**src/core/icf_params.svh**
```systemverilog
`ifndef ICF_PARAMS_SVH
`define ICF_PARAMS_SVH

// register indices; byte address is four times the index
`define ICF_IDX_W          10
`define ICF_IDX_OSC_CFG    10'h300
`define ICF_IDX_OSC_AMP    10'h301
`define ICF_IDX_OSC_TRIM   10'h302
`define ICF_IDX_IC1_CFG    10'h303
`define ICF_IDX_IC2_CFG    10'h304
`define ICF_IDX_IC3_CFG    10'h305

// bus geometry
`define ICF_ADR_W          12
`define ICF_ADR_IDX_LSB    2
`define ICF_BYTE_LANE      0

// input configuration byte layout
`define ICF_BIT_EDGE_SEL   6
`define ICF_BIT_FEED_DIS   5
`define ICF_WIN_LSB        2
`define ICF_WIN_MSB        4
`define ICF_DIV_LSB        0
`define ICF_DIV_MSB        1
`define ICF_CFG_MASK       8'h7F

// load trim layout
`define ICF_TRIM_LO_LSB    0
`define ICF_TRIM_LO_MSB    3
`define ICF_TRIM_HI_LSB    4
`define ICF_TRIM_HI_MSB    7

// values
`define ICF_RST_BYTE       8'h00
`define ICF_OSC_DIV2       2'h1
`define ICF_MISS_LIMIT     64
`define ICF_NUM_IN         4

`endif

```
**src/core/icf_pkg.sv**
```systemverilog
`include "icf_params.svh"

package icf_pkg;

  typedef logic [7:0] icf_byte_t;

  typedef enum logic [2:0] {
    ICF_WIN_1    = 3'h0,
    ICF_WIN_4    = 3'h1,
    ICF_WIN_16   = 3'h2,
    ICF_WIN_64   = 3'h3,
    ICF_WIN_256  = 3'h4,
    ICF_WIN_1024 = 3'h5
  } icf_win_t;

  // unused codes take the longest window: safest, never validates early
  function automatic logic [10:0] icf_win_len(input logic [2:0] code);
    case (code)
      ICF_WIN_1:   icf_win_len = 11'h001;
      ICF_WIN_4:   icf_win_len = 11'h004;
      ICF_WIN_16:  icf_win_len = 11'h010;
      ICF_WIN_64:  icf_win_len = 11'h040;
      ICF_WIN_256: icf_win_len = 11'h100;
      default:     icf_win_len = 11'h400;
    endcase
  endfunction : icf_win_len

  // divisor minus one; oscillator path knows only /1 and /2
  function automatic logic [2:0] icf_div_mask(input logic [1:0] code, input logic is_osc);
    if (is_osc) begin
      icf_div_mask = (code == `ICF_OSC_DIV2) ? 3'h1 : 3'h0;
    end else begin
      case (code)
        2'h0:    icf_div_mask = 3'h0;
        2'h1:    icf_div_mask = 3'h1;
        2'h2:    icf_div_mask = 3'h3;
        default: icf_div_mask = 3'h7;
      endcase
    end
  endfunction : icf_div_mask

endpackage : icf_pkg

```
**src/core/icf_input_channel.sv**
```systemverilog
`timescale 1ns/1ps
`include "icf_params.svh"

module icf_input_channel #(
  parameter int MISS_LIMIT = `ICF_MISS_LIMIT,
  parameter bit IS_OSC     = 1'b0
) (
  input  wire logic       clk_i,
  input  wire logic       rst_i,
  input  wire logic       pin_i,
  input  wire logic [7:0] cfg_i,
  output logic            lock_edge_o,
  output logic            monitor_edge_o,
  output logic            input_valid_o
);

  localparam int GW = $clog2(MISS_LIMIT + 1);
  localparam logic [GW-1:0] MISS_C = GW'(MISS_LIMIT);

  typedef struct packed {
    logic          s1;
    logic          s2;
    logic          prev;
    logic [2:0]    warm;
    logic [2:0]    pre_cnt;
    logic [GW-1:0] gap;
    logic [10:0]   run;
    logic          valid;
    logic          lock_edge;
    logic          mon_edge;
  } icf_ch_st_t;

  icf_ch_st_t st_r;
  icf_ch_st_t st_nxt;
  logic       rise_w;
  logic       fall_w;
  logic       armed_w;
  logic       sel_w;
  logic       fed_w;
  logic       pol_w;
  logic       dis_w;
  logic [2:0] mask_w;
  logic [10:0] need_w;

  assign pol_w  = cfg_i[`ICF_BIT_EDGE_SEL];
  assign dis_w  = cfg_i[`ICF_BIT_FEED_DIS];
  assign mask_w = icf_pkg::icf_div_mask(cfg_i[`ICF_DIV_MSB:`ICF_DIV_LSB], IS_OSC);
  assign need_w = icf_pkg::icf_win_len(cfg_i[`ICF_WIN_MSB:`ICF_WIN_LSB]);
  // edges count only once all sampling flops hold real pin samples,
  // so a pin that idles high shows no false rise after reset
  assign armed_w = st_r.warm[2];
  assign rise_w = st_r.s2 & ~st_r.prev & armed_w;
  assign fall_w = ~st_r.s2 & st_r.prev & armed_w;
  assign sel_w  = pol_w ? fall_w : rise_w;
  assign fed_w  = sel_w & ~dis_w;

  always_comb begin
    st_nxt           = st_r;
    st_nxt.s1        = pin_i;
    st_nxt.s2        = st_r.s1;
    st_nxt.prev      = st_r.s2;
    st_nxt.warm      = {st_r.warm[1:0], 1'b1};
    st_nxt.lock_edge = 1'b0;
    st_nxt.mon_edge  = fed_w;
    // >= keeps the divider sane when a smaller ratio is written mid-count
    if (sel_w) begin
      if (st_r.pre_cnt >= mask_w) begin
        st_nxt.pre_cnt   = 3'h0;
        st_nxt.lock_edge = 1'b1;
      end else begin
        st_nxt.pre_cnt = st_r.pre_cnt + 3'h1;
      end
    end
    if (fed_w) begin
      st_nxt.gap = '0;
      if (st_r.run < need_w) begin
        st_nxt.run = st_r.run + 11'h001;
      end
    end else if (st_r.gap < MISS_C) begin
      st_nxt.gap = st_r.gap + GW'(1);
    end else begin
      st_nxt.run = 11'h000;
    end
    st_nxt.valid = (st_nxt.run >= need_w);
  end

  always_ff @(posedge clk_i) begin
    if (rst_i) begin
      st_r <= '0;
    end else begin
      st_r <= st_nxt;
    end
  end

  assign lock_edge_o    = st_r.lock_edge;
  assign monitor_edge_o = st_r.mon_edge;
  assign input_valid_o  = st_r.valid;
endmodule : icf_input_channel

```
**src/core/icf_input_front.sv**
```systemverilog
`timescale 1ns/1ps
`include "icf_params.svh"

// Operation
// - edge-select bit: 0 locks to rising edge, 1 to falling edge, every input
// - monitor-feed-disable at 1 withholds the input from its monitor; 0 passes it
// - input valid only after no missed edge over the whole validation window
// - window codes 0..5 mean 1,4,16,64,256,1024 fed edges; 6 and 7 unused
// - oscillator prescale: code 00 divides by 1, 01 by 2, others unused
// - clock input prescale codes 00..11 divide by 1, 2, 4, 8
// - eight-bit crystal amplifier setting is held and driven to the crystal driver
// - upper and lower trim nibbles set second and first oscillator pin capacitance

module icf_input_front #(
  parameter int MISS_LIMIT = `ICF_MISS_LIMIT
) (
  input  wire logic                  clk_i,
  input  wire logic                  rst_i,
  // classic wishbone slave
  input  wire logic                  wb_cyc_i,
  input  wire logic                  wb_stb_i,
  input  wire logic                  wb_we_i,
  input  wire logic [`ICF_ADR_W-1:0] wb_adr_i,
  input  wire logic [3:0]            wb_sel_i,
  input  wire logic [31:0]           wb_dat_i,
  output logic      [31:0]           wb_dat_o,
  output logic                       wb_ack_o,
  // reference pins, asynchronous to clk_i
  input  wire logic                  oscillator_input_pin_i,
  input  wire logic [2:0]            reference_clock_input_n_i,
  // doubler enable from the clock control register, same clock
  input  wire logic                  oscillator_doubler_enable_i,
  // towards the synthesizer pll and monitors; bit 0 is the oscillator
  output logic [`ICF_NUM_IN-1:0]     lock_edge_o,
  output logic [`ICF_NUM_IN-1:0]     monitor_edge_o,
  output logic [`ICF_NUM_IN-1:0]     input_valid_o,
  // towards the crystal driver
  output logic [7:0]                 crystal_amp_setting_o,
  output logic [3:0]                 first_pin_load_trim_o,
  output logic [3:0]                 second_pin_load_trim_o,
  output logic                       prescale_doubler_conflict_o
);

  // ===========================================================================
  // state
  // ===========================================================================

  typedef struct packed {
    logic                                   ack;
    icf_pkg::icf_byte_t                     rdat;
    logic [`ICF_NUM_IN-1:0][7:0]            cfg;
    icf_pkg::icf_byte_t                     amp;
    icf_pkg::icf_byte_t                     trim;
    logic                                   conflict;
  } icf_front_st_t;

  icf_front_st_t             st_r;
  icf_front_st_t             st_nxt;
  logic                      req_w;
  logic                      wr_w;
  logic                      rd_w;
  logic [`ICF_IDX_W-1:0]     idx_w;
  logic [`ICF_NUM_IN-1:0]    pin_w;

  // ===========================================================================
  // decode helpers
  // ===========================================================================

  function automatic logic icf_mapped(input logic [`ICF_IDX_W-1:0] idx);
    icf_mapped = (idx >= `ICF_IDX_OSC_CFG) && (idx <= `ICF_IDX_IC3_CFG);
  endfunction : icf_mapped

  // unmapped indices read zero
  function automatic icf_pkg::icf_byte_t icf_read(input logic [`ICF_IDX_W-1:0] idx,
                                                  input icf_front_st_t s);
    case (idx)
      `ICF_IDX_OSC_CFG:  icf_read = s.cfg[0];
      `ICF_IDX_OSC_AMP:  icf_read = s.amp;
      `ICF_IDX_OSC_TRIM: icf_read = s.trim;
      `ICF_IDX_IC1_CFG:  icf_read = s.cfg[1];
      `ICF_IDX_IC2_CFG:  icf_read = s.cfg[2];
      `ICF_IDX_IC3_CFG:  icf_read = s.cfg[3];
      default:           icf_read = `ICF_RST_BYTE;
    endcase
  endfunction : icf_read

  assign idx_w = wb_adr_i[`ICF_ADR_W-1:`ICF_ADR_IDX_LSB];
  // one-wait-state slave: request taken while ack is low, answered next edge
  assign req_w = wb_cyc_i & wb_stb_i & ~st_r.ack;
  assign wr_w  = req_w & wb_we_i & wb_sel_i[`ICF_BYTE_LANE];
  assign rd_w  = req_w & ~wb_we_i;

  // ===========================================================================
  // register file
  // ===========================================================================

  always_comb begin
    st_nxt      = st_r;
    st_nxt.ack  = req_w;
    st_nxt.rdat = `ICF_RST_BYTE;
    if (rd_w) begin
      st_nxt.rdat = icf_read(idx_w, st_r);
    end
    if (wr_w) begin
      case (idx_w)
        `ICF_IDX_OSC_CFG: begin
          st_nxt.cfg[0] = wb_dat_i[7:0] & `ICF_CFG_MASK;
        end
        `ICF_IDX_OSC_AMP: begin
          st_nxt.amp = wb_dat_i[7:0];
        end
        `ICF_IDX_OSC_TRIM: begin
          st_nxt.trim = wb_dat_i[7:0];
        end
        `ICF_IDX_IC1_CFG: begin
          st_nxt.cfg[1] = wb_dat_i[7:0] & `ICF_CFG_MASK;
        end
        `ICF_IDX_IC2_CFG: begin
          st_nxt.cfg[2] = wb_dat_i[7:0] & `ICF_CFG_MASK;
        end
        `ICF_IDX_IC3_CFG: begin
          st_nxt.cfg[3] = wb_dat_i[7:0] & `ICF_CFG_MASK;
        end
        default: begin
          st_nxt.cfg = st_r.cfg;
        end
      endcase
    end
    // flag only; the divider still obeys the field, software owns the fix
    st_nxt.conflict = (st_r.cfg[0][`ICF_DIV_MSB:`ICF_DIV_LSB] == `ICF_OSC_DIV2)
                      & oscillator_doubler_enable_i;
  end

  always_ff @(posedge clk_i) begin
    if (rst_i) begin
      st_r <= '0;
    end else begin
      st_r <= st_nxt;
    end
  end

  // ===========================================================================
  // outputs
  // ===========================================================================

  assign wb_dat_o                    = {24'h000000, st_r.rdat};
  assign wb_ack_o                    = st_r.ack;
  assign crystal_amp_setting_o       = st_r.amp;
  assign first_pin_load_trim_o       = st_r.trim[`ICF_TRIM_LO_MSB:`ICF_TRIM_LO_LSB];
  assign second_pin_load_trim_o      = st_r.trim[`ICF_TRIM_HI_MSB:`ICF_TRIM_HI_LSB];
  assign prescale_doubler_conflict_o = st_r.conflict;

  // ===========================================================================
  // input channels
  // ===========================================================================

  assign pin_w = {reference_clock_input_n_i, oscillator_input_pin_i};

  generate
    for (genvar g = 0; g < `ICF_NUM_IN; g++) begin : g_ch
      icf_input_channel #(
        .MISS_LIMIT (MISS_LIMIT),
        .IS_OSC     (g == 0)
      ) u_ch (
        .clk_i          (clk_i),
        .rst_i          (rst_i),
        .pin_i          (pin_w[g]),
        .cfg_i          (st_r.cfg[g]),
        .lock_edge_o    (lock_edge_o[g]),
        .monitor_edge_o (monitor_edge_o[g]),
        .input_valid_o  (input_valid_o[g])
      );
    end
  endgenerate

  // ===========================================================================
  // channel assertions
  // ===========================================================================

  generate
    for (genvar g = 0; g < `ICF_NUM_IN; g++) begin : g_chk

    end
  endgenerate
endmodule : icf_input_front

```
**config.mk**
```make
export PLATFORM = sky130hd
export DESIGN_NAME = icf_input_front
export DESIGN_NICKNAME = d
export VERILOG_FILES = /design/src/core/icf_pkg.sv /design/src/core/icf_input_channel.sv /design/src/core/icf_input_front.sv
export VERILOG_INCLUDE_DIRS = /design/src /design/src/core
export SDC_FILE = /design/constraint.sdc
export NUM_CORES = 1
export LEC_CHECK = 0
export BUFFER_PORTS_ARGS = -buffer_cell sky130_fd_sc_hd__buf_2
export CORE_MARGIN = 3
export CORE_UTILIZATION = 39
export CTS_CLUSTER_DIAMETER = 30
export DETAILED_ROUTE_END_ITERATION = 12
export SLEW_MARGIN = 20
export SYNTH_ARGS = -nofsm -noshare
export SYNTH_HDL_FRONTEND = slang
export SYNTH_SLANG_ARGS = --single-unit
```
**constraint.sdc**
```tcl
create_clock -name clk_i -period 5.8 [get_ports clk_i]
set_clock_uncertainty 0.2 [all_clocks]
set_input_delay 0 -clock clk_i [delete_from_list [all_inputs] [get_ports clk_i]]
set_output_delay 0 -clock clk_i [all_outputs]
set_load 0.02 [all_outputs]
```
Yosys cells after proc, flatten, opt, wreduce, memory -nomap -nowiden. Cells that the tools add are included.

Multiplexer cells: 49. Add/sub/neg operators: 12. Eq/ne operators: 29. Reductions and logical operators: 22. Order comparisons: 16. Bitwise gates (word level): 45.

Operators with widths (number): $pmux 11 s5 (4); $mux 25 (4); $mux 11 (8); $mux 18 (4); $eq 10x10->1 const B (6); $pmux 8 s6 (1); $add 11x1->11 const B (4); $ge 11x11->1 (4); $lt 11x11->1 (4); $add 7x1->7 const B (4); $lt 7x7->1 const B (4); $mux 7 (4); $pmux 3 s3 (3); $and 1x1->1 (26); $eq 3x2->1 const B (8); $mux 3 (8); $not 1->1 (19); $reduce_or 2->1 (9); $mux 1 (13); $add 3x1->3 const B (4); $eq 3x1->1 const B (4); $eq 3x3->1 const B (4); $ge 3x3->1 (4); $logic_not 3->1 (4); other kinds (4) (16).

Word-level logic and storage cells: 226. Flip-flop bits (word level): 174.

Longest topological paths before layout. Gate-level depths: netlist (run 1).

Word-level depth: 8. Gate-level depth with buffers: 16. Gate-level depth less buffers: 16.

Hierarchy. From an unflattened synthesis (run 1), not the netlist that was laid out.

Cells, all modules: 1038. Area total of the unflattened synthesis: 9696.8 sq um.

By module, submodules not included: icf_input_front (area each 2852.7 sq um, cells each 262, instances 1, sequential area each 1081.0 sq um); icf_input_channel at g_ch[2].u_ch (area each 1773.0 sq um, cells each 207, instances 1, sequential area each 600.6 sq um); icf_input_channel at g_ch[3].u_ch (area each 1745.4 sq um, cells each 194, instances 1, sequential area each 600.6 sq um); icf_input_channel at g_ch[1].u_ch (area each 1717.9 sq um, cells each 199, instances 1, sequential area each 600.6 sq um); icf_input_channel at g_ch[0].u_ch (area each 1607.8 sq um, cells each 176, instances 1, sequential area each 600.6 sq um).

Least setup slack after synthesis (run 1). No wires, ideal clock.

Kind: reg2reg. Start point: reg st_r[28] (netlist name). End point: reg g_ch[1].u_ch.st_r, in the netlist g_ch[1].u_ch.input_valid_o. Data arrival time: 3.761 ns. Stages on the path, launching flop included: 15. Library setup time: 0.079 ns. Slack: 1.759 ns. Cell sequence: dfxtp_1 > or3b_2 > ha_1 > a211o_1 > a221o_2 > a21oi_4 > nand2_2 > o311ai_0 > nand2_1 > ha_1 > nand3_1 > mux2_2 > a41oi_1 > nor2_1 > a211oi_2.

RTL lines: from (decl) (line icf_input_front.sv:57) `icf_front_st_t st_r;`; from (signal assigned) (line icf_input_front.sv:138) `st_r <= st_nxt;`; to (signal assigned) (line icf_input_channel.sv:91) `st_r <= st_nxt;`; to (decl) (line icf_input_channel.sv:33) `icf_ch_st_t st_r;`.

==> out/results.ini, run 1 <==
[run]
maxCapViolCount = 0

[timing]
tightest_slew_ps = 941
rsz0062_at_grt = no
slew_headroom = 0.371
fin_crit_ps = 4440
fin_setup_tns_ps = 0
setup_violations = 0
slew_violations = 0
fin_crit_sh = 0.765
fmax_mhz = 225
finalHoldViolations = 0

[critical_path]
r2r_cells = 14
cp-start-kind = flop
worstPathArrival_ps = 4590
cp.required_ps = 5950
path_depth = 14
crit_path_max_incr_delay_ps = 500
cpLargestDelayFamily = compound AO/OA/AOI/OAI gates
regToRegSetupSlack_ps = 1360
path_max_fanout = 8
crit_type = flop to flop
crit_buf_inv = 0
endpoint_kind = flop
crit_chain = or3b_2 > ha_1 > a211o_1 > a221o_2 > a21oi_4 > nand2_2 > o311ai_0 > nand2_1 > ha_1 > nand3_1 > mux2_2 > a41oi_1 > a41oi_1 > a211oi_2
crit_path_top_delay_cell = or3b_2

[global_routing]
antenna_found_initial = 0
overflow = 0
grt_first_pass_wirelength_um = 33300
first_global_vias = 6583
track_usage = 0.167
grt_start_max_net_pins = 63

[placement]
dpl_cell_area_um2 = 9360
dp.cells = 1316
hpwlAfterDp_um = 14800
gp_congestion = 0.814
io_buffer_count = 66

[power]
ir_worst_vdd_mv = 0.173
power.density_nw_per_um2 = 234
leakage_nw = 4.41

[clock_network]
numClockSinks = 165
cts_setup_buffers = 0
cts.clk_slew.worst_paths_ps = 70
cts_tree = yes
hold_buffers = 26
post_cts_resized = 0
clk_path_buf_depth = 2
cts_made_buffers = 17
cts-root-buf = clkbuf_16
htreeDepth = 4
clock_latency_ps = 430

[drt]
drt-vias-per-instance = 5.21
remaining_drc_errors = 0
dr_total_vias = 7152
dr.pass1.iters = 4
antenna_left = 0
first_iter_violations = 363
wirelength_um = 20700
wl_per_cell_um = 15.0

[finish]
utilization = 0.460
num_antenna_cells = 0
register_area_um2 = 3300
final_nets = 1205
multi_input_area_um2 = 5260
drive_above_1_share = 0.132
synthToLayoutAreaGrowth_pct = 14.0
final_common_cell = dfxtp_1
nFillCells = 2184
final_area_um2 = 10200
fin_cells = 1374
final_cell_mix = 165 x dfxtp_1, 158 x nor2_1, 80 x nand2_1

[synth]
synth_compound_area_frac = 0.119
ys_ff_latch = 165
muxShareOfSynthArea = 0.0986
synth-adder-area-share = 0.0924
synth-edff-count = 0
ys_seq_area_frac = 0.370
yosys.area_share.simple = 0.243
synth_area_per_cell_um2 = 8.88
syn_area_um2 = 8930
synth_ff_type = dfxtp_1
postSynthCellCount = 1006
synth_warnings = 0
ys_types = 77
synth_xor_area_frac = 0.0245
synth_top_family_by_area = simple AND/OR/NAND/NOR gates
async_reset_ff_frac = 0

[floorplanning]
die_h_um = 157
core_um2 = 22200
die_area_um2 = 24800
rows = 54
ios = 120
die_x_um = 157
start_util = 0.403

[worst_hold_path]
hp-class = input port to flop
worstHoldPathCells = 5

[outcome]
status = complete, no violations

## cells by family (layout without fill, tap and decap cells)
logic type / count (synthesis) / in the layout
compound gates: 141 / 141
fa+ha+maj: 66 / 66
simple gates: 435 / 435
other cells: 1 / 24
xor+xnor: 25 / 25
mux: 87 / 87
flops: 165 / 165
buf+inv: 86 / 151
## layer usage
layer | GRT usage | part of all wire
met1 | 0.229 | 0.48
met2 | 0.267 | 0.46
met3 | 0.0316 | 0.038
met4 | 0.0541 | 0.019
met5 | 0 | 0
## worst min-delay path, cell delays in order
cell	delay, ps
buf_2	100
nand4_1	150
nor3b_1	140
a21oi_1	140
nor3_1	70
## power breakdown
part / leakage, nW / internal, mW / switching (mW)
combinational: 2.79 / 0.0434 / 0.0722
clock: 0.279 / 0.605 / 0.502
sequential: 1.33 / 1.15 / 0.00953
## registers in the layout (all words and copies together) (netlist names)
signal / flops
g_ch.u_ch.armed_w: 1
st_r: 28
g_ch.u_ch.st_r: 88
g_ch.u_ch.monitor_edge_o: 4
second_pin_load_trim_o: 4
first_pin_load_trim_o: 4
g_ch.u_ch.lock_edge_o: 4
g_ch.u_ch.st_nxt: 10
wb_ack_o: 1
g_ch.u_ch.input_valid_o: 4
crystal_amp_setting_o: 8
wb_dat_o: 8
prescale_doubler_conflict_o: 1
## final cells by class
cell class              instances  share of cell area
flip-flops and latches        165               0.324
multi-input cells             778               0.516
clock inverters                14              0.0138
inverters                      24             0.00885
repair buffers                 95              0.0604
clock buffers                  18              0.0421
well taps                     280              0.0344
## stage by stage
stage | setup WS [ps] | power [mW] | hold slack (ps)
floorplan | 1760 | 1.26 | -71.8
CTS | 1360 | 2.41 | 10.7
finish | 1360 | 2.38 | 24.2
global placement | 1470 | 1.28 | 6.11
detailed placement | 1400 | 1.29 | 12.6
global route | 1020 | 2.47 | 102
## path summary, 6_finish.rpt
kind / startpoint / endpoint
worst max register to register: st_r[28] / g_ch[1].u_ch.input_valid_o
worst max-delay path: st_r[28] / g_ch[1].u_ch.input_valid_o
worst min register to register: g_ch[0].u_ch.st_nxt[25] / g_ch[0].u_ch.st_nxt[26]
worst min-delay path: wb_adr_i[10] / wb_dat_o[0]
## synthesized netlist by cell type (all sizes together) (11+ instances only)
cell,instances,area (µm²)
a211o,11,96.3
a21oi,24,135
and2,35,219
and3,13,81.3
buf,39,285
clkbuf,23,86.3
dfxtp,165,3300
ha,66,826
inv,23,86.3
mux2i,79,791
nand2,81,307
nand3,29,145
nand4,12,81.3
nor2,159,599
nor2b,28,175
nor3,26,160
o211ai,22,165
o21ai,25,129
xnor2,11,96.3
xor2,14,123
Note: power is estimated with default switching activity, not from simulation.
==> run 2, diff against run 1 <==
clock period = 3.75 ns   (was 5.8 ns; I/O delays follow)
==> run 2 against run 1 <==
Against the previous run: sequential share of layout area shrank 1.9 points; final area grew 6.6%; count of clock-buffer cells in the layout did not move; register-to-register slack got worse by 1300 ps; setup slack worse by 1300 ps; via count grew 3.7%; non-clock buffer count is 52 higher; maximum frequency rose by 19%; combinational power grew 59%; global-route usage is 0.80 points higher; sequential power is 54% higher; critical endpoint is now g_ch[0].u_ch.input_valid_o.
==> out/results.ini, run 2 (synthesized netlist as in run 1, its figures left out) <==
[global_routing]
antenna_found_initial = 0  ; unchanged
grt_start_max_net_pins = 79  ; was 63
first_global_vias = 7022  ; was 6583
track_usage = 0.175  ; was 0.167
grt_first_pass_wirelength_um = 35000  ; was 33300 µm
overflow = 0  ; unchanged

[drt]
antenna_left = 0  ; unchanged
top_layer = met4  ; unchanged
dr.pass1.iters = 5  ; was 4
wirelength_um = 21800  ; was 20700 µm
remaining_drc_errors = 0  ; unchanged
wl_met1_um = 10300  ; was 10000 µm
wl_met2_um = 10300  ; was 9480 µm
first_iter_violations = 428  ; was 363
met3_length_um = 912  ; was 793 µm
drt-vias-per-instance = 5.20  ; was 5.21
wl_per_cell_um = 15.3  ; was 15.0 µm
dr_total_vias = 7415  ; was 7152

[power]
p_seq_frac = 0.479  ; was 0.486
p_comb_frac = 0.049  ; about the same
clock_power_share = 0.472  ; was 0.466
power.density_nw_per_um2 = 344  ; was 234 nW/µm²
total_power_mw = 3.73  ; was 2.38 mW
leakage_nw = 4.75  ; was 4.41 nW
swShare = 0.251  ; was 0.245
ir_worst_vdd_mv = 0.272  ; was 0.173 mV
p_switching_uw = 938  ; was 584 µW
power.internal_mw = 2.79  ; was 1.80 mW

[floorplanning]
start_util = 0.403  ; unchanged
die_h_um = 157  ; unchanged
die_x_um = 157  ; unchanged
ios = 120  ; unchanged
die_area_um2 = 24800  ; unchanged
core_um2 = 22200  ; unchanged
rows = 54  ; unchanged

[finish]
final_area_um2 = 10900  ; was 10200 µm²
multi_input_area_um2 = 5510  ; was 5260 µm²
top_register = g_ch.u_ch.st_r  ; unchanged
drive_above_1_share = 0.204  ; was 0.132
num_antenna_cells = 0  ; unchanged
final_common_cell = dfxtp_1  ; unchanged
final_cell_mix = 159 x dfxtp_1, 157 x nor2_1, 79 x mux2i_1  ; was 165 x dfxtp_1, 158 x nor2_1, 80 x nand2_1
largest_register_ffs = 88  ; unchanged
final_nets = 1257  ; was 1205
register_area_um2 = 3310  ; was 3300 µm²
nFillCells = 2110  ; was 2184
synthToLayoutAreaGrowth_pct = 21.5  ; was 14.0%

[critical_path]
crit_start = st_r[19]  ; was st_r[28]
cp-start-kind = flop  ; unchanged
path_depth = 14  ; unchanged
crit_buf_inv = 1  ; was 0
crit_path_top_delay_cell = or3b_2  ; unchanged
rr_endpoint = g_ch[0].u_ch.input_valid_o  ; was g_ch[1].u_ch.input_valid_o
crit_chain = or3b_2 > ha_4 > nand2_1 > nor4_2 > a221oi_4 > buf_4 > o211ai_1 > nand3_1 > o21a_1 > ha_1 > nor3b_2 > a21oi_1 > a221oi_2 > o22ai_1  ; was or3b_2 > ha_1 > a211o_1 > a221o_2 > a21oi_4 > nand2_2 > o311ai_0 > nand2_1 > ha_1 > nand3_1 > mux2_2 > a41oi_1 > a41oi_1 > a211oi_2
worstPathArrival_ps = 3790  ; was 4590 ps
endpoint = g_ch[0].u_ch.input_valid_o  ; was g_ch[1].u_ch.input_valid_o
regToRegSetupSlack_ps = 20  ; was 1360 ps
crit_type = flop to flop  ; unchanged
cp.required_ps = 3810  ; was 5950 ps
cpLargestDelayFamily = simple AND/OR/NAND/NOR gates  ; was compound AO/OA/AOI/OAI gates
crit_path_max_incr_delay_ps = 510  ; was 500 ps
r2r_start = st_r[19]  ; was st_r[28]
r2r_cells = 14  ; unchanged
endpoint_kind = flop  ; unchanged
path_max_fanout = 4  ; was 8

[timing]
fin_setup_tns_ps = 0  ; unchanged
fin_crit_sh = 0.993  ; was 0.765
slew_headroom = 0.348  ; was 0.371
fmax_mhz = 268  ; was 225 MHz
fin_crit_ps = 3730  ; was 4440 ps
rsz0062_at_grt = yes  ; was no
tightest_slew_ps = 968  ; was 941 ps
finalHoldViolations = 0  ; unchanged
setup_violations = 0  ; unchanged
slew_violations = 0  ; unchanged
fin_ws_ps = 24.7  ; was 1360 ps

[placement]
gp_congestion = 0.828  ; was 0.814
hpwlAfterDp_um = 15500  ; was 14800 µm
dpl_cell_area_um2 = 9710  ; was 9360 µm²
io_buffer_count = 66  ; unchanged
pre_cts_slack_ps = -18.5  ; was 1400 ps

[clock_network]
cts-root-buf = clkbuf_16  ; unchanged
clk_path_buf_depth = 2  ; unchanged
cts_made_buffers = 17  ; unchanged
cts.clk_slew.worst_paths_ps = 70  ; about the same
numClockSinks = 165  ; unchanged
clock_latency_ps = 430  ; about the same
htreeDepth = 4  ; unchanged
cts_tree = yes  ; unchanged

[run]
maxCapViolCount = 0  ; unchanged

[outcome]
status = complete, no violations  ; unchanged

[worst_hold_path]
hp-class = input port to flop  ; unchanged

[run 2: layer usage]
metal,GRT usage,vias up
met5,0,-
met4,0.0479,0
met3,0.0324,19
met2,0.289,160
met1,0.236,3487
li1,-,3749
[run 2: power groups by stage]
stage | Sequential [mW] | Clock (mW) | Combinational (mW)
finish | 1.79 | 1.76 | 0.184
global route | 1.79 | 1.87 | 0.205
CTS | 1.79 | 1.81 | 0.183
detailed placement | 1.83 | 0 | 0.165
global placement | 1.83 | 0 | 0.163
floorplan | 1.82 | 0 | 0.131
[run 2: final cells by class]
type	instances	area share
Timing Repair Buffer	147	0.0923
Clock buffer	18	0.0395
Multi-Input combinational cell	778	0.507
Sequential cell	165	0.305
Inverter	24	0.00830
Clock inverter	14	0.0153
Tap cell	280	0.0323
[run 2: timing repair]
| action | CTS | global route |
|---|---|---|
| setup endpoints to repair | 3 | 4 |
| hold endpoints to repair | 72 | 0 |
| gates resized for setup | 2 | 44 |
| setup buffers | 2 | 9 |
| pin swaps | 2 | 25 |
| hold buffers | 23 | 0 |
[run 2: worst min path at each step]
stage | to | depth (start not counted) | slack (ps) | start
6_report | wb_dat_o[3] | 4 | 70 | wb_cyc_i
3_3_place_gp | g_ch[3].u_ch.st_nxt[28] | 2 | 10 | reference_clock_input_n_i[2]
2_1_floorplan | g_ch[0].u_ch.st_nxt[28] | 1 | -70 | oscillator_input_pin_i
4_1_cts | wb_dat_o[3] | 4 | 60 | wb_cyc_i
3_5_place_dp | g_ch[0].u_ch.st_nxt[28] | 2 | 10 | oscillator_input_pin_i
5_1_grt | wb_dat_o[3] | 4 | 100 | wb_cyc_i
[run 2: tightest hold or removal path: stages]
cell	delay, ps
buf_2	90
nand3b_1	180
or3_1	270
nor3_1	100
[run 2: per-stage QoR]
step / util / hold WS, ps / cells
finish: 0.490 / 71.9 / 1426
global route: 0.490 / 105 / 1426
CTS: 0.477 / 61.3 / 1417
detailed placement: 0.438 / 11.6 / 1360
global placement: 0.438 / 11.1 / 1360
floorplan: - / -71.8 / 1029
==> run 3, diff against run 2 <==
ABC_CLOCK_PERIOD_IN_PS = 3750   (was unset)
CORE_MARGIN = 4   (was 3)
==> run 3 against run 2 <==
Against the previous run: sequential share of layout area increased by 0.52 points; global-route usage decreased by 0.95 points; non-clock buffer count decreased by 18; core utilization decreased by 1.7 points; sequential power about the same; largest power group unchanged; final area decreased by 1.8%; die area increased by 2.6%; setup slack improved by 19 ps; clock power about the same; combinational power about the same.
==> out/results.ini, run 3 (synthesized netlist as in run 1, its figures left out) <==
[outcome]
status = complete, no violations  ; unchanged

[critical_path]
r2r_start = st_r[28]  ; was st_r[19]
cp.required_ps = 3880  ; was 3810 ps
crit_type = flop to flop  ; unchanged
path_max_fanout = 6  ; was 4
regToRegSetupSlack_ps = 40  ; was 20 ps
crit_start = st_r[28]  ; was st_r[19]
cp-start-kind = flop  ; unchanged
worstPathArrival_ps = 3840  ; was 3790 ps
endpoint_kind = flop  ; unchanged

[power]
p_seq_frac = 0.476  ; was 0.479
power.internal_mw = 2.84  ; was 2.79 mW
swShare = 0.243  ; was 0.251
power.density_nw_per_um2 = 352  ; was 344 nW/µm²
total_power_mw = 3.75  ; was 3.73 mW
p_comb_frac = 0.049  ; about the same
p_switching_uw = 911  ; was 938 µW
leakage_nw = 4.67  ; was 4.75 nW
clock_power_share = 0.475  ; was 0.472
ir_worst_vdd_mv = 0.226  ; was 0.272 mV

[clock_network]
cts-root-buf = clkbuf_16  ; unchanged
clock_latency_ps = 430  ; about the same
cts.clk_slew.worst_paths_ps = 70  ; about the same
numClockSinks = 165  ; unchanged
clk_path_buf_depth = 2  ; unchanged
cts_made_buffers = 17  ; unchanged
cts_tree = yes  ; unchanged
htreeDepth = 4  ; unchanged

[drt]
antenna_left = 0  ; unchanged
dr.pass1.iters = 5  ; unchanged
drt-vias-per-instance = 5.16  ; was 5.20
wl_per_cell_um = 15.2  ; was 15.3 µm
wirelength_um = 21500  ; was 21800 µm
remaining_drc_errors = 0  ; unchanged
dr_total_vias = 7285  ; was 7415
first_iter_violations = 352  ; was 428

[timing]
finalHoldViolations = 0  ; unchanged
slew_headroom = 0.400  ; was 0.348
tightest_slew_ps = 895  ; was 968 ps
slew_violations = 0  ; unchanged
setup_violations = 0  ; unchanged
fmax_mhz = 270  ; was 268 MHz
fin_ws_ps = 43.2  ; was 24.7 ps
rsz0062_at_grt = yes  ; unchanged
fin_crit_sh = 0.988  ; was 0.993
fin_crit_ps = 3710  ; was 3730 ps

[finish]
num_antenna_cells = 0  ; unchanged
nFillCells = 2165  ; was 2110
synthToLayoutAreaGrowth_pct = 19.4  ; was 21.5%
top_register = g_ch.u_ch.st_r  ; unchanged
utilization = 0.473  ; was 0.490
drive_above_1_share = 0.185  ; was 0.204
final_cell_mix = 161 x dfxtp_1, 158 x nor2_1, 79 x mux2i_1  ; was 159 x dfxtp_1, 157 x nor2_1, 79 x mux2i_1
final_nets = 1239  ; was 1257
largest_register_ffs = 88  ; unchanged
final_common_cell = dfxtp_1  ; unchanged
final_area_um2 = 10700  ; was 10900 µm²

[placement]
dpl_cell_area_um2 = 9620  ; was 9710 µm²
gp_congestion = 0.830  ; was 0.828
pre_cts_slack_ps = -28.1  ; was -18.5 ps
io_buffer_count = 66  ; unchanged
hpwlAfterDp_um = 15500  ; about the same

[run]
maxCapViolCount = 0  ; unchanged

[floorplanning]
rows = 55  ; was 54
die_h_um = 159  ; was 157 µm
core_um2 = 22600  ; was 22200 µm²
die_area_um2 = 25400  ; was 24800 µm²
die_x_um = 159  ; was 157 µm
start_util = 0.396  ; was 0.403
ios = 120  ; unchanged

[global_routing]
track_usage = 0.166  ; was 0.175
first_global_vias = 6945  ; was 7022
grt_first_pass_wirelength_um = 35000  ; about the same
grt_start_max_net_pins = 57  ; was 79
overflow = 0  ; unchanged
antenna_found_initial = 0  ; unchanged

[worst_hold_path]
hold_start = wb_cyc_i  ; unchanged
hp-class = input port to flop  ; unchanged

-- run 3: cell types whose count changed in the layout (fill, tap and decap cells not counted), sizes merged --
cell / before / now
buf: 124 / 105
bufinv: 1 / 2
clkbuf: 18 / 17
dlygate4sd3: 23 / 24
inv: 30 / 29
-- run 3: final cells by class --
type                       count  area (µm²)  share of cell area
tap                          285         357              0.0334
multi-input combinational    778        5450               0.511
inverter                      24        90.1             0.00844
clock buffer                  17         425              0.0399
clock inverter                14         169              0.0158
timing repair buffer         129         870              0.0815
sequential                   165        3310               0.310
-- run 3: routing by layer --
layer,routed length [µm],vias to the layer above,track usage
met4,259,0,0.0477
met5,0,-,0
li1,-,3731,-
met2,10200,152,0.277
met1,10100,3385,0.218
met3,916,17,0.0339
-- run 3: repair_timing --
action,4_1_cts,5_1_grt
hold buffers,24,0
resized for setup,2,35
setup endpoints to repair,2,4
pin swaps,1,18
buffers inserted,0,4
hold endpoints to repair,69,0
-- run 3: power by group through the flow --
| stage | Combinational [mW] | Clock [mW] | Sequential (mW) |
|---|---|---|---|
| finish | 0.183 | 1.78 | 1.79 |
| floorplan | 0.131 | 0 | 1.82 |
| global placement | 0.162 | 0 | 1.83 |
| CTS | 0.182 | 1.82 | 1.79 |
| detailed placement | 0.164 | 0 | 1.83 |
| global route | 0.200 | 1.90 | 1.79 |
-- run 3: path summary, 6_finish.rpt --
path / cells past startpoint / endpoint
worst max register to register: 14 / g_ch[1].u_ch.input_valid_o
worst min-delay path: 4 / wb_dat_o[3]
worst min register to register: 1 / g_ch[0].u_ch.st_nxt[26]
worst max-delay path: 14 / g_ch[1].u_ch.input_valid_o
-- run 3: stage by stage --
| step | std cells | hold slack [ps] | TNS (ps) |
|---|---|---|---|
| 4_1_cts | 1408 | 55.8 | 0 |
| 2_1_floorplan | 1029 | -71.8 | 0 |
| 5_1_grt | 1412 | 74.2 | -239 |
| 3_3_place_gp | 1353 | 5.92 | 0 |
| 3_5_place_dp | 1353 | 13.3 | -54.5 |
| 6_report | 1412 | 64.1 | 0 |
-- run 3: worst max-delay path, cell delays in order, from the launching register on --
cell,delay (ps)
dfxtp_4,340
or3b_4,390
ha_4,220
a211o_1,280
a221o_2,420
a21oi_4,160
nand2_4,100
or4_4,450
nand2_4,100
ha_4,140
nand3_2,50
mux2_4,280
a41oi_2,190
nor2_1,70
a211oi_2,230
